==> src/hw/dcs_pkg.sv <==
// constants and types for the read-channel status and error flag block
// assumes one register clock and an AXI4-Lite register slave
package dcs_pkg;
	localparam int          ADDR_W      = 8;
	localparam logic [7:0]  OFF_CTRL    = 8'h00;
	localparam logic [7:0]  OFF_STAT    = 8'h04;
	localparam int          BIT_RUN     = 0;
	localparam int          BIT_HALTED  = 0;
	localparam int          BIT_SG      = 3;
	localparam int          BIT_DINT    = 4;
	localparam int          BIT_DSLV    = 5;
	localparam int          BIT_DDEC    = 6;
	localparam int          BIT_RSV7    = 7;
	localparam int          BIT_SINT    = 8;
	localparam int          BIT_SSLV    = 9;
	localparam int          BIT_SDEC    = 10;
	localparam int          BIT_RSV11   = 11;
	localparam int          BIT_CMPL    = 12;
	localparam int          BIT_DLY     = 13;
	localparam int          BIT_ERR     = 14;
	localparam int          THR_LSB     = 16;
	localparam int          THR_MSB     = 23;
	localparam logic [7:0]  THR_RESET   = 8'h01;
	localparam logic        RUN_RESET   = 1'b0;
	localparam logic [2:0]  EN_RESET    = 3'h0;
	localparam logic [1:0]  RESP_OKAY   = 2'h0;
	localparam logic [1:0]  RESP_SLVERR = 2'h2;
	// flag vectors are indexed [14:4] like the status word
	localparam logic [14:4] ERR_MASK    = 11'h077;
	localparam logic [14:4] SG_ONLY     = 11'h271;
	localparam logic [14:4] RSVD_MASK   = 11'h088;
	localparam logic [14:4] W1C_MASK    = 11'h700;
	typedef enum logic [1:0] {
		DCS_HALTED = 2'h0,
		DCS_RUN    = 2'h1,
		DCS_STOP   = 2'h3
	} dcs_halt_t;
endpackage

==> src/hw/dcs_sticky.sv <==
// one sticky event flag: hardware sets, software clears, set wins
// assumes all inputs are on i_clk_sys
`timescale 1ns/10ps
module dcs_sticky
	import dcs_pkg::*;
(
	input  wire logic i_clk_sys,
	input  wire logic i_reset_n,
	input  wire logic i_set,
	input  wire logic i_clr,
	input  wire logic i_force_zero,
	output logic      o_flag
);
	typedef struct packed {
		logic flag;
	} dcs_sticky_t;

	dcs_sticky_t s;
	dcs_sticky_t next_s;

	always_comb begin
		next_s = s;
		if (i_clr)
			next_s.flag = 1'b0;
		if (i_set)
			next_s.flag = 1'b1;
		if (i_force_zero)
			next_s.flag = 1'b0;
	end

	always_ff @(posedge i_clk_sys) begin
		if (!i_reset_n)
			s <= '0;
		else
			s <= next_s;
	end

	assign o_flag = s.flag;
endmodule // dcs_sticky

==> src/hw/dcs_thresh.sv <==
// completion threshold counter: qualifies the completion interrupt
// assumes events and acks are single-cycle pulses on i_clk_sys
`timescale 1ns/10ps
module dcs_thresh
	import dcs_pkg::*;
(
	input  wire logic       i_clk_sys,
	input  wire logic       i_reset_n,
	input  wire logic [7:0] i_threshold,
	input  wire logic       i_event,
	input  wire logic       i_ack,
	output logic            o_met,
	output logic      [7:0] o_count
);
	typedef struct packed {
		logic       met;
		logic [7:0] count;
		logic [7:0] last;
	} dcs_thresh_t;

	dcs_thresh_t s;
	dcs_thresh_t next_s;
	logic [7:0]  thr;
	logic [7:0]  cur;

	// a threshold of zero behaves as one so the interrupt can never hang
	assign thr = (i_threshold == 8'h00) ? 8'h01 : i_threshold;
	// a new threshold restarts the countdown, else the count left over
	// from the old one would qualify the interrupt too early
	assign cur = (thr != s.last) ? thr : s.count;

	always_comb begin
		next_s       = s;
		next_s.last  = thr;
		next_s.count = cur;
		if (i_ack)
			next_s.met = 1'b0;
		if (i_event) begin
			if (cur <= 8'h01) begin
				next_s.met   = 1'b1;
				next_s.count = thr;
			end else begin
				next_s.count = cur - 8'h01;
			end
		end
	end

	always_ff @(posedge i_clk_sys) begin
		if (!i_reset_n)
			s <= '{met: 1'b0, count: THR_RESET, last: THR_RESET};
		else
			s <= next_s;
	end

	assign o_met   = s.met;
	assign o_count = s.count;
endmodule // dcs_thresh

==> src/hw/dcs_status.sv <==
// read-channel status, error and interrupt flags with AXI4-Lite access
// assumes error and completion inputs are one-cycle pulses from logic
// on i_clk_sys and i_engine_busy is a level from the same domain
//
// Functional notes
// - zero-length descriptor sets data internal error
// - any error clears run, halt after idle
// - buffer read slave error sets bit five
// - buffer decode error sets bit six
// - bits seven and eleven read zero
// - stale descriptor sets descriptor internal error
// - descriptor slave error sets bit nine
// - descriptor pointer decode error sets bit ten
// - simple mode zeroes descriptor-only flags
// - descriptor mode completion on end-of-frame
// - simple mode completion on transfer done
// - completion interrupt needs enable and threshold
// - delay timeout flag, interrupt when enabled
// - error flag, interrupt when enabled
// - interrupt flags stay until software clears
// - error flags read-only to software
// - bit zero shows halted state
//
// Implementation choices: the register offsets and the AXI4-Lite interface to the registers.
`timescale 1ns/10ps
module dcs_status
	import dcs_pkg::*;
#(
	parameter bit DESC_ENGINE_PRESENT = 1'b1
) (
	input  wire logic              i_clk_sys,
	input  wire logic              i_reset_n,
	input  wire logic              i_s_axi_awvalid,
	output logic                   o_s_axi_awready,
	input  wire logic [ADDR_W-1:0] i_s_axi_awaddr,
	input  wire logic              i_s_axi_wvalid,
	output logic                   o_s_axi_wready,
	input  wire logic [31:0]       i_s_axi_wdata,
	input  wire logic [3:0]        i_s_axi_wstrb,
	output logic                   o_s_axi_bvalid,
	input  wire logic              i_s_axi_bready,
	output logic [1:0]             o_s_axi_bresp,
	input  wire logic              i_s_axi_arvalid,
	output logic                   o_s_axi_arready,
	input  wire logic [ADDR_W-1:0] i_s_axi_araddr,
	output logic                   o_s_axi_rvalid,
	input  wire logic              i_s_axi_rready,
	output logic [31:0]            o_s_axi_rdata,
	output logic [1:0]             o_s_axi_rresp,
	input  wire logic              i_desc_len_zero,
	input  wire logic              i_data_slave_error,
	input  wire logic              i_data_decode_error,
	input  wire logic              i_desc_stale,
	input  wire logic              i_desc_slave_error,
	input  wire logic              i_desc_decode_error,
	input  wire logic              i_desc_done_eof,
	input  wire logic              i_xfer_done,
	input  wire logic              i_delay_timeout,
	input  wire logic              i_engine_busy,
	output logic                   o_run_stop_control,
	output logic                   o_halted_flag,
	output logic                   o_irq
);
	typedef struct packed {
		logic              awready;
		logic              wready;
		logic              bvalid;
		logic [1:0]        bresp;
		logic              aw_held;
		logic              w_held;
		logic [ADDR_W-1:0] awaddr;
		logic [31:0]       wdata;
		logic [3:0]        wstrb;
		logic              arready;
		logic              rvalid;
		logic [1:0]        rresp;
		logic [31:0]       rdata;
		logic              run_stop;
		logic [2:0]        irq_en;
		logic [7:0]        threshold;
		dcs_halt_t         halt;
		logic              halted;
		logic              irq;
	} dcs_state_t;

	dcs_state_t    s;
	dcs_state_t    next_s;
	logic [14:4]   set_raw;
	logic [14:4]   set_vec;
	logic [14:4]   clr_vec;
	logic [14:4]   zero_vec;
	logic [14:4]   flags;
	logic          any_err_evt;
	logic          any_err_flag;
	logic          cmpl_evt;
	logic          thr_met;
	logic [7:0]    thr_count;
	logic [7:0]    thr_used;
	logic          do_write;
	logic          wr_ctrl;
	logic          wr_stat;
	logic [31:0]   wmask;
	logic [31:0]   wbits;
	logic [31:0]   stat_word;
	logic [31:0]   ctrl_word;

	// completion source depends on the build mode
	assign cmpl_evt = DESC_ENGINE_PRESENT ? i_desc_done_eof
	                                      : i_xfer_done;

	always_comb begin
		set_raw           = '0;
		set_raw[BIT_DINT] = i_desc_len_zero;
		set_raw[BIT_DSLV] = i_data_slave_error;
		set_raw[BIT_DDEC] = i_data_decode_error;
		set_raw[BIT_SINT] = i_desc_stale;
		set_raw[BIT_SSLV] = i_desc_slave_error;
		set_raw[BIT_SDEC] = i_desc_decode_error;
		set_raw[BIT_CMPL] = cmpl_evt;
		set_raw[BIT_DLY]  = i_delay_timeout;
	end

	assign zero_vec    = DESC_ENGINE_PRESENT ? '0 : SG_ONLY;
	assign any_err_evt = |(set_raw & ERR_MASK & ~zero_vec);
	assign any_err_flag = |(flags & ERR_MASK);

	always_comb begin
		set_vec          = set_raw & ~RSVD_MASK & ~W1C_MASK;
		set_vec[BIT_CMPL] = cmpl_evt;
		set_vec[BIT_DLY]  = i_delay_timeout;
		set_vec[BIT_ERR]  = any_err_evt;
	end

	// write decode; the bus transfer itself is taken in the struct
	assign do_write = s.aw_held && s.w_held && !s.bvalid;
	assign wr_ctrl  = do_write && (s.awaddr[ADDR_W-1:2] == OFF_CTRL[7:2]);
	assign wr_stat  = do_write && (s.awaddr[ADDR_W-1:2] == OFF_STAT[7:2]);
	assign wmask    = {{8{s.wstrb[3]}}, {8{s.wstrb[2]}},
	                   {8{s.wstrb[1]}}, {8{s.wstrb[0]}}};
	assign wbits    = s.wdata & wmask;

	// only the three event flags take a write; error flags ignore it
	assign clr_vec = wr_stat ? (wbits[14:4] & W1C_MASK) : '0;

	genvar gi;
	generate
		for (gi = 4; gi <= 14; gi++) begin : g_flag
			if (RSVD_MASK[gi]) begin : g_rsvd
				assign flags[gi] = 1'b0;
			end else begin : g_bit
				dcs_sticky u_flag (
					.i_clk_sys    (i_clk_sys),
					.i_reset_n    (i_reset_n),
					.i_set        (set_vec[gi]),
					.i_clr        (clr_vec[gi]),
					.i_force_zero (zero_vec[gi]),
					.o_flag       (flags[gi])
				);
			end
		end
	endgenerate

	// simple mode has no threshold, every completion qualifies
	assign thr_used = DESC_ENGINE_PRESENT ? s.threshold : 8'h01;

	dcs_thresh u_thresh (
		.i_clk_sys   (i_clk_sys),
		.i_reset_n   (i_reset_n),
		.i_threshold (thr_used),
		.i_event     (cmpl_evt),
		.i_ack       (clr_vec[BIT_CMPL]),
		.o_met       (thr_met),
		.o_count     (thr_count)
	);

	always_comb begin
		stat_word                  = '0;
		stat_word[BIT_HALTED]      = s.halted;
		stat_word[BIT_SG]          = DESC_ENGINE_PRESENT;
		stat_word[14:4]            = flags & ~RSVD_MASK;
		if (DESC_ENGINE_PRESENT)
			stat_word[THR_MSB:THR_LSB] = thr_count;
	end

	always_comb begin
		ctrl_word                  = '0;
		ctrl_word[BIT_RUN]         = s.run_stop;
		ctrl_word[14:12]           = s.irq_en;
		ctrl_word[THR_MSB:THR_LSB] = s.threshold;
	end

	always_comb begin
		next_s = s;
		// write address and data are taken independently
		if (i_s_axi_awvalid && s.awready) begin
			next_s.aw_held = 1'b1;
			next_s.awaddr  = i_s_axi_awaddr;
		end
		if (i_s_axi_wvalid && s.wready) begin
			next_s.w_held = 1'b1;
			next_s.wdata  = i_s_axi_wdata;
			next_s.wstrb  = i_s_axi_wstrb;
		end
		if (s.bvalid && i_s_axi_bready)
			next_s.bvalid = 1'b0;
		if (do_write) begin
			next_s.aw_held = 1'b0;
			next_s.w_held  = 1'b0;
			next_s.bvalid  = 1'b1;
			next_s.bresp   = (wr_ctrl || wr_stat) ? RESP_OKAY
			                                      : RESP_SLVERR;
		end
		if (wr_ctrl) begin
			if (s.wstrb[0])
				next_s.run_stop = wbits[BIT_RUN] && !any_err_flag;
			if (s.wstrb[1])
				next_s.irq_en = wbits[14:12];
			if (s.wstrb[2])
				next_s.threshold = wbits[THR_MSB:THR_LSB];
		end
		// an error stops the channel at once, even over a write
		if (any_err_evt)
			next_s.run_stop = 1'b0;
		// read channel
		if (s.rvalid && i_s_axi_rready)
			next_s.rvalid = 1'b0;
		if (i_s_axi_arvalid && s.arready) begin
			next_s.rvalid = 1'b1;
			next_s.rresp  = RESP_OKAY;
			if (i_s_axi_araddr[ADDR_W-1:2] == OFF_STAT[7:2])
				next_s.rdata = stat_word;
			else if (i_s_axi_araddr[ADDR_W-1:2] == OFF_CTRL[7:2])
				next_s.rdata = ctrl_word;
			else begin
				next_s.rdata = '0;
				next_s.rresp = RESP_SLVERR;
			end
		end
		next_s.awready = !next_s.aw_held && !next_s.bvalid;
		next_s.wready  = !next_s.w_held && !next_s.bvalid;
		next_s.arready = !next_s.rvalid;
		// halt sequence: stop request, then wait for the engine to drain
		case (s.halt)
			DCS_HALTED: begin
				if (s.run_stop)
					next_s.halt = DCS_RUN;
			end
			DCS_RUN: begin
				if (!s.run_stop)
					next_s.halt = DCS_STOP;
			end
			DCS_STOP: begin
				if (!i_engine_busy)
					next_s.halt = DCS_HALTED;
			end
			default: next_s.halt = DCS_HALTED;
		endcase
		next_s.halted = (next_s.halt == DCS_HALTED);
		// registered from the flags, so the line trails them by a cycle
		next_s.irq = (flags[BIT_CMPL] && s.irq_en[0] && thr_met)
		          || (flags[BIT_DLY] && s.irq_en[1])
		          || (flags[BIT_ERR] && s.irq_en[2]);
	end

	always_ff @(posedge i_clk_sys) begin
		if (!i_reset_n) begin
			s           <= '0;
			s.awready   <= 1'b1;
			s.wready    <= 1'b1;
			s.arready   <= 1'b1;
			s.run_stop  <= RUN_RESET;
			s.irq_en    <= EN_RESET;
			s.threshold <= THR_RESET;
			s.halt      <= DCS_HALTED;
			s.halted    <= 1'b1;
		end else begin
			s <= next_s;
		end
	end

	assign o_s_axi_awready    = s.awready;
	assign o_s_axi_wready     = s.wready;
	assign o_s_axi_bvalid     = s.bvalid;
	assign o_s_axi_bresp      = s.bresp;
	assign o_s_axi_arready    = s.arready;
	assign o_s_axi_rvalid     = s.rvalid;
	assign o_s_axi_rdata      = s.rdata;
	assign o_s_axi_rresp      = s.rresp;
	assign o_run_stop_control = s.run_stop;
	assign o_halted_flag      = s.halted;
	assign o_irq              = s.irq;
endmodule // dcs_status

==> config.mk <==
export PLATFORM = sky130hd
export DESIGN_NAME = dcs_status
export DESIGN_NICKNAME = d
export VERILOG_FILES = /design/src/hw/dcs_pkg.sv /design/src/hw/dcs_sticky.sv /design/src/hw/dcs_thresh.sv /design/src/hw/dcs_status.sv
export SDC_FILE = /design/constraint.sdc
export NUM_CORES = 1
export LEC_CHECK = 0
export ABC_CLOCK_PERIOD_IN_PS = 3200
export BUFFER_PORTS_ARGS = -buffer_cell sky130_fd_sc_hd__buf_2
export CORE_ASPECT_RATIO = 1.25
export CORE_UTILIZATION = 48
export DETAILED_ROUTE_END_ITERATION = 8
export GPL_ROUTABILITY_DRIVEN = 1
export PLACE_DENSITY = 0.84
export SYNTH_ARGS = -nofsm -noshare
export SYNTH_HDL_FRONTEND = slang
export SYNTH_SLANG_ARGS = --single-unit
==> constraint.sdc <==
create_clock -name i_clk_sys -period 3.2 [get_ports i_clk_sys]
set_input_delay 0.48 -clock i_clk_sys [delete_from_list [all_inputs] [get_ports i_clk_sys]]
set_output_delay 0.48 -clock i_clk_sys [all_outputs]
set_load 0.03 [all_outputs]
== After elaboration in Yosys (flattened, before gate mapping) ==
Cells that the tools add are included.
Storage, ports and cells
  register bits: 120
  bits in latches: 0
  bits in writable memories: 0
  bits in read-only memories: 0
  bits of input ports: 69
  output and inout port bits: 44
  logic and storage cells: 125
  memories: 0
Cells by class
  add/sub/neg operators: 1
  multiply operators: 0
  divide/modulo/power cells: 0
  order comparisons: 1
  eq/ne operators: 5
  shift operators: 0
  mux-type cells: 40
  bitwise operators: 2
  reductions and logical operators: 45
Operators by type and width (number)
  2-to-1 mux 24 bit: 2
  2-to-1 mux 35 bit: 1
  AND 24 bit: 1
  2-to-1 mux 1 bit: 24
  2-to-1 mux 8 bit: 3
  nonzero test 2 bit: 9
  logical AND 1 bit: 16
  equality test 6 x 1 -> 1 bit (second input constant): 2
  zero test 6 bit: 2
  2-to-1 mux 2 bit: 6
  OR reduction 6 bit: 2
  2-to-1 mux 11 bit: 1
  2-to-1 mux 9 bit: 1
  less-or-equal comparator 8 x 1 -> 1 bit (second input constant): 1
  zero test 8 bit: 1
  != test 8 bit: 1
  subtractor 8 x 1 -> 8 bit (second input constant): 1
  OR reduction 7 bit: 1
  zero test 1 bit: 6
  one-hot mux 2 bit (3 select lines): 1
  AND reduction 2 bit: 3
  2-to-1 mux 5 bit: 1
  zero test 2 bit: 2
  logical OR 1 bit: 3
  other kinds (3): 3

== Depth between registers and ports, before layout ==
  depth in word-level cells: 8
  depth in mapped cells: 14
  gate-level depth less buffers: 12

== By module ==
Synthesis repeated with hierarchy kept, for this count alone.
Unflattened totals
  cell total of the unflattened synthesis: 533
  area total of the unflattened synthesis: 4545.6 um^2
Modules (own cells, without submodules)
  dcs_status: instances 1, cells an instance 348, area each 2922.8 um^2, seq. area each 1301.2 um^2
  dcs_thresh: instances 1, cells an instance 149, area each 1262.5 um^2, seq. area each 340.3 um^2
  dcs_sticky: instances 9, cells an instance 4, area each 40.0 um^2, seq. area each 20.0 um^2

== Worst setup path after synthesis ==
No wires, ideal clock.
  path type: register to register
  from: register s, in the netlist thr_used[6]
  to: register u_thresh.s, in the netlist u_thresh.o_count[0]
  library setup time: 0.114 ns
  data arrival time: 3.266 ns
  data required time: 3.086 ns
  slack: -0.180 ns
  cell stages (with the launch flop): 14
  buffers on the path: 3
  period minus slack after synthesis: 3.380 ns
  cells stage by stage: dfxtp_1 > buf_4 > nor4_4 > a32oi_1 > a211oi_4 > buf_4 > mux2i_1 > ha_1 > or2_2 > and3_1 > clkbuf_1 > mux2_2 > mux2_2 > a21o_1
Between the ends
  word-level cells in the longest chain between the ends: 7
  elaborated cells between the ends (all ways): 8
  classes of those cells: add/sub (1); order compare (1); eq/ne (1); mux (4); reduce/logical (1)
Ends and longest elaborated chain
  start: declaration: line dcs_status.sv:86  | dcs_state_t s;
  start signal: assignment: line dcs_status.sv:277  | s <= next_s;
  zero test 8 bit: line dcs_thresh.sv:27  | assign thr = (i_threshold == 8'h00) ? 8'h01 : i_threshold;
  2-to-1 mux 8 bit *: line dcs_thresh.sv:27
  != test 8 bit: line dcs_thresh.sv:30  | assign cur = (thr != s.last) ? thr : s.count;
  2-to-1 mux 8 bit: line dcs_thresh.sv:30
  subtractor 8 x 1 -> 8 bit / less-or-equal comparator 8 x 1 -> 1 bit (equally long branches): line dcs_thresh.sv:43, dcs_thresh.sv:39
  2-to-1 mux 8 bit: line dcs_thresh.sv:39  | if (cur <= 8'h01) begin
  2-to-1 mux 9 bit *: line dcs_thresh.sv:38  | if (i_event) begin
  end signal: assignment: line dcs_thresh.sv:50  | s <= '{met: 1'b0, count: THR_RESET, last: THR_RESET};
  end signal: assignment: line dcs_thresh.sv:52  | s <= next_s;
  end: declaration: line dcs_thresh.sv:21  | dcs_thresh_t s;
Mark *: on every way between the ends. The rest lies on a longest branch, timed or not.
A chain may end at the register's enable or synchronous reset.

== Final worst setup path ==
Same ends and word-level chain as after synthesis.

==> summary.md <==
| Metric | Value |
|---|---|
| Status | complete, no violations |
| Largest delay share family, worst path | multiplexers |
| DP Area | 0.004651 sq mm |
| Drt drc | 0 |
| Unique masters post-synth | 49 |
| Width of the die | 86.72 um |
| Boundary Pins | 113 |
| Synthesis-to-layout area growth | 14.29% |
| I/O Buffers | 71 |
| Mapped Cells | 504 |
| Core Area | 0.008701 sq mm |
| Flop2flop setup slack | 0.12 ns |
| Worst setup EP type | register |
| Post-DR wirelength/cell | 13.66 um |
| CP cell instances | nor4_4, a211o_1, a211oi_4, buf_4, mux2i_2, inv_1, ha_2, or2_4, and3_4, mux2_4, mux2_2, a21o_1 |
| Worst-Skew Late Latency | 0.37 ns |
| CP max stage cell | dfxtp_1 |
| Final hold vios | 0 |
| Initial Utilization | 0.4950 |
| Ys async rst share | 0 |
| Hold path start | i_desc_len_zero |
| HPWL Detailed | 6864 um |
| Post-route ant nets | 0 |
| Top_reg_cell synth | dfxtp_1 |
| Vert. Die Dim | 107.9 um |
| Final Max Tran Viols | 0 |
| Mean number of vias per cell | 5.127 |
| Final period util | 0.9624 |
| Clk slew on worst S/H paths | 0.10 ns |
| CTS sink count | 91 |
| Cell taking the most area after synthesis | dfxtp_1 |
| Routed wire length | 9276 um |
| Initial DRC Count | 155 |
| Largest net degree at the start of global routing | 50 |
| Number of cells on the worst reg-to-reg path | 12 |
| WP data arrival | 3.36 ns |
| Setup crit start kind | register |
| Pre-Repair DR Iteration Count | 4 |
| Layout Utilization | 0.5657 |
| Gpl congestion | 0.8315 |
| Post-synthesis register bit count | 91 |
| Antenna fix cells | 0 |
| Die Footprint | 0.009357 sq mm |
| First-pass GRT wire length | 15450 um |
| Nets | 625 |
| Fill cell count | 823 |
| Antenna violations before repair | 0 |
| Pwr dens | 602.7 mW/mm^2 |
| Max Clock Skew | 0.01431 ns |
| Largest cells by area after synthesis | dfxtp_1 (42%), nand2_1 (8.3%), buf_4 (6.6%) |
| Fraction of layout cells with a size suffix above 1 | 0.2379 |
| Clock root cell | clkbuf_8 |
| Final setup viols | 0 |
| Worst VDD drop | 0.2812 mV |
| Post-synthesis sequential area ratio | 0.4230 |
| Req. time, crit path | 3.48 ns |
| Vias in the first global route | 3374 |
| GRT Total Usage | 0.2101 |
| Worst path bufs/invs | 2 |
| Hold EP | g_flag[4].g_bit.u_flag.o_flag$_SDFFE_PN0P_ |
| Worst min path class | primary input to register |
| Reg2reg start | thr_used[6]$_SDFFE_PN0P_ |
| Number of flops mapped to enable cells by yosys | 0 |
| Power consumption | 0.002967 W |
| Vias | 3481 |
| Hold path depth | 2 |
| Slew @ Worst Pin | 0.7469 ns |
| Unrepaired setup endpoints after global routing | false |
| CP max stage delay | 0.45 ns |
| Max Cap Viol | 0 |
| Slew HR | 0.5021 |
| Mapped cell area | 0.004307 sq mm |
| Final min period | 3.080 ns |
| CTS tree | yes |
| Max frequency | 324.7 MHz |
| Design area | 0.004922 sq mm |
| Avg Cell Area, Syn | 8.545 sq um |
| Synth top area share | 0.4230 |
| H-tree depth | 3 |
| CTS Hold Buffers Added | 0 |
| Synth Warn # | 0 |
| Gr ovfl total | 0 |
| R2r endpoint | u_thresh.o_count[0]$_SDFF_PN1_ |
| Cell leakage power | 2.039 nW |
| WS Path Type | register to register |
| Critical Path Fanout Max | 6 |
| Site Rows | 38 |
| Max Buffers Root-to-Sink | 2 |
| CTS Buf Count | 9 |
-- per-stage QoR --
| step | setup slack [ns] | instances | setup TNS, ns | hold slack (ns) |
|---|---|---|---|---|
| after detailed placement | 0.08817 | 662 | 0 | 0.4554 |
| after CTS | 0.05093 | 678 | 0 | 0.3066 |
| after floorplan | -0.01591 | 518 | -0.01975 | 0.4379 |
| after global placement | 0.1634 | 662 | 0 | 0.4473 |
| final | 0.1203 | 679 | 0 | 0.3207 |
| after global routing | 0.009419 | 679 | 0 | 0.3238 |
-- logic make-up (layout without fill, tap and decap cells) --
logic type | count (synthesis) | after routing | share of synthesized area
AOI/OAI and AO/OA | 108 | 108 | 0.1755
xor gates and xnor gates | 7 | 7 | 0.01424
adders and majority gates | 2 | 2 | 0.005810
buffers and inverters | 74 | 115 | 0.09994
DFF | 91 | 91 | 0.4230
muxes | 21 | 21 | 0.05287
other | 1 | 15 | 0.0008708
and+or+nand+nor | 200 | 200 | 0.2278
-- Yosys cell counts (3+ instances only) --
cell type,number
inv_1,6
and3_1,7
nor2b_1,13
a21o_1,3
buf_2,8
or3_1,4
o21ai_0,23
o31a_1,3
xnor2_1,7
a21oi_1,11
nor4_1,5
mux2_2,4
nand3_1,11
a22oi_1,8
mux2i_1,16
a21boi_0,34
dfxtp_1,91
a31oi_1,3
and2_1,26
nor3b_1,4
buf_4,38
nor3_1,7
a211o_1,3
nor2_1,15
clkbuf_1,21
nand4_1,3
nand2_1,95
o21a_1,6
-- worst max-delay path by stage --
stage                             start  cells after the start                              to  slack, ns
6_report       thr_used[6]$_SDFFE_PN0P_                     12  u_thresh.o_count[0]$_SDFF_PN1_       0.12
4_1_cts        thr_used[1]$_SDFFE_PN0P_                     13  u_thresh.o_count[4]$_SDFF_PN0_       0.05
2_1_floorplan  thr_used[1]$_SDFFE_PN0P_                     13  u_thresh.o_count[0]$_SDFF_PN1_      -0.02
3_3_place_gp   thr_used[1]$_SDFFE_PN0P_                     13  u_thresh.o_count[4]$_SDFF_PN0_       0.16
3_5_place_dp   thr_used[1]$_SDFFE_PN0P_                     13  u_thresh.o_count[4]$_SDFF_PN0_       0.09
5_1_grt        thr_used[4]$_SDFFE_PN0P_                     12  u_thresh.o_count[0]$_SDFF_PN1_      0.009
-- worst reg2reg max path, stage by stage, from the launching register on --
cell	delay [ns]
dfxtp_1	0.45
nor4_4	0.09
a211o_1	0.34
a211oi_4	0.28
buf_4	0.16
mux2i_2	0.21
inv_1	0.07
ha_2	0.18
or2_4	0.25
and3_4	0.21
mux2_4	0.31
mux2_2	0.28
a21o_1	0.17
-- cell type report --
| class | count | area [sq um] | area share |
|---|---|---|---|
| clock buffers | 11 | 141.4 | 0.02872 |
| clock inverters | 5 | 82.58 | 0.01678 |
| inverters | 6 | 22.52 | 0.004575 |
| multi-input cells | 353 | 2180 | 0.4428 |
| flip-flops and latches | 91 | 1826 | 0.3709 |
| well taps | 120 | 150.1 | 0.03050 |
| repair buffers | 93 | 520.5 | 0.1057 |
-- where the power goes --
| group | switching, W | internal [W] |
|---|---|---|
| Combinational | 0.000414 | 0.000385 |
| Sequential | 0.0000793 | 0.00121 |
| Clock | 0.000413 | 0.000466 |
-- registers in the layout (all words and copies together) (netlist names), 3 cells and up --
signal,flops
g_flag.g_bit.u_flag.o_flag,9
u_thresh.s,8
o_s_axi_rdata,19
s,25
ctrl_word,3
thr_used,8
u_thresh.o_count,8
-- per-layer routing --
| metal | wire, um | vias up | GRT usage |
|---|---|---|---|
| met2 | 4731 | 76 | 0.3685 |
| met3 | 234 | 16 | 0.02224 |
| li1 | - | 1765 | - |
| met4 | 208 | 0 | 0.1095 |
| met1 | 4100 | 1624 | 0.2519 |
| met5 | 0 | - | 0 |
-- cell usage in the layout, fill, tap and decap left out, drive strengths merged, types with 3 or more instances in the layout --
| cell | synthesis | routed |
|---|---|---|
| a31oi | 3 | 3 |
| nor4 | 6 | 6 |
| buf | 47 | 93 |
| nor2b | 13 | 13 |
| o21ai | 23 | 23 |
| and2 | 26 | 26 |
| a211o | 3 | 3 |
| conb | 1 | 15 |
| nor3 | 8 | 8 |
| mux2 | 4 | 4 |
| a21oi | 11 | 11 |
| a21boi | 34 | 34 |
| nand2 | 95 | 95 |
| nand3 | 11 | 11 |
| mux2i | 16 | 16 |
| clkbuf | 21 | 11 |
| nand4 | 3 | 3 |
| o21a | 6 | 6 |
| inv | 6 | 8 |
| dfxtp | 91 | 91 |
| xnor2 | 7 | 7 |
| or3 | 4 | 4 |
| a211oi | 3 | 3 |
| a21o | 3 | 3 |
| o31a | 3 | 3 |
| nor3b | 4 | 4 |
| a22oi | 8 | 8 |
| nor2 | 16 | 16 |
| and3 | 7 | 7 |
-- repair_timing --
item | 4_1_cts | 5_1_grt
setup buffers | 0 | 1
endpoints found under the hold margin | 0 | 0
resized for setup | 0 | 9
setup endpoints to repair | 0 | 4
Power figures use the tool's default switching activity.
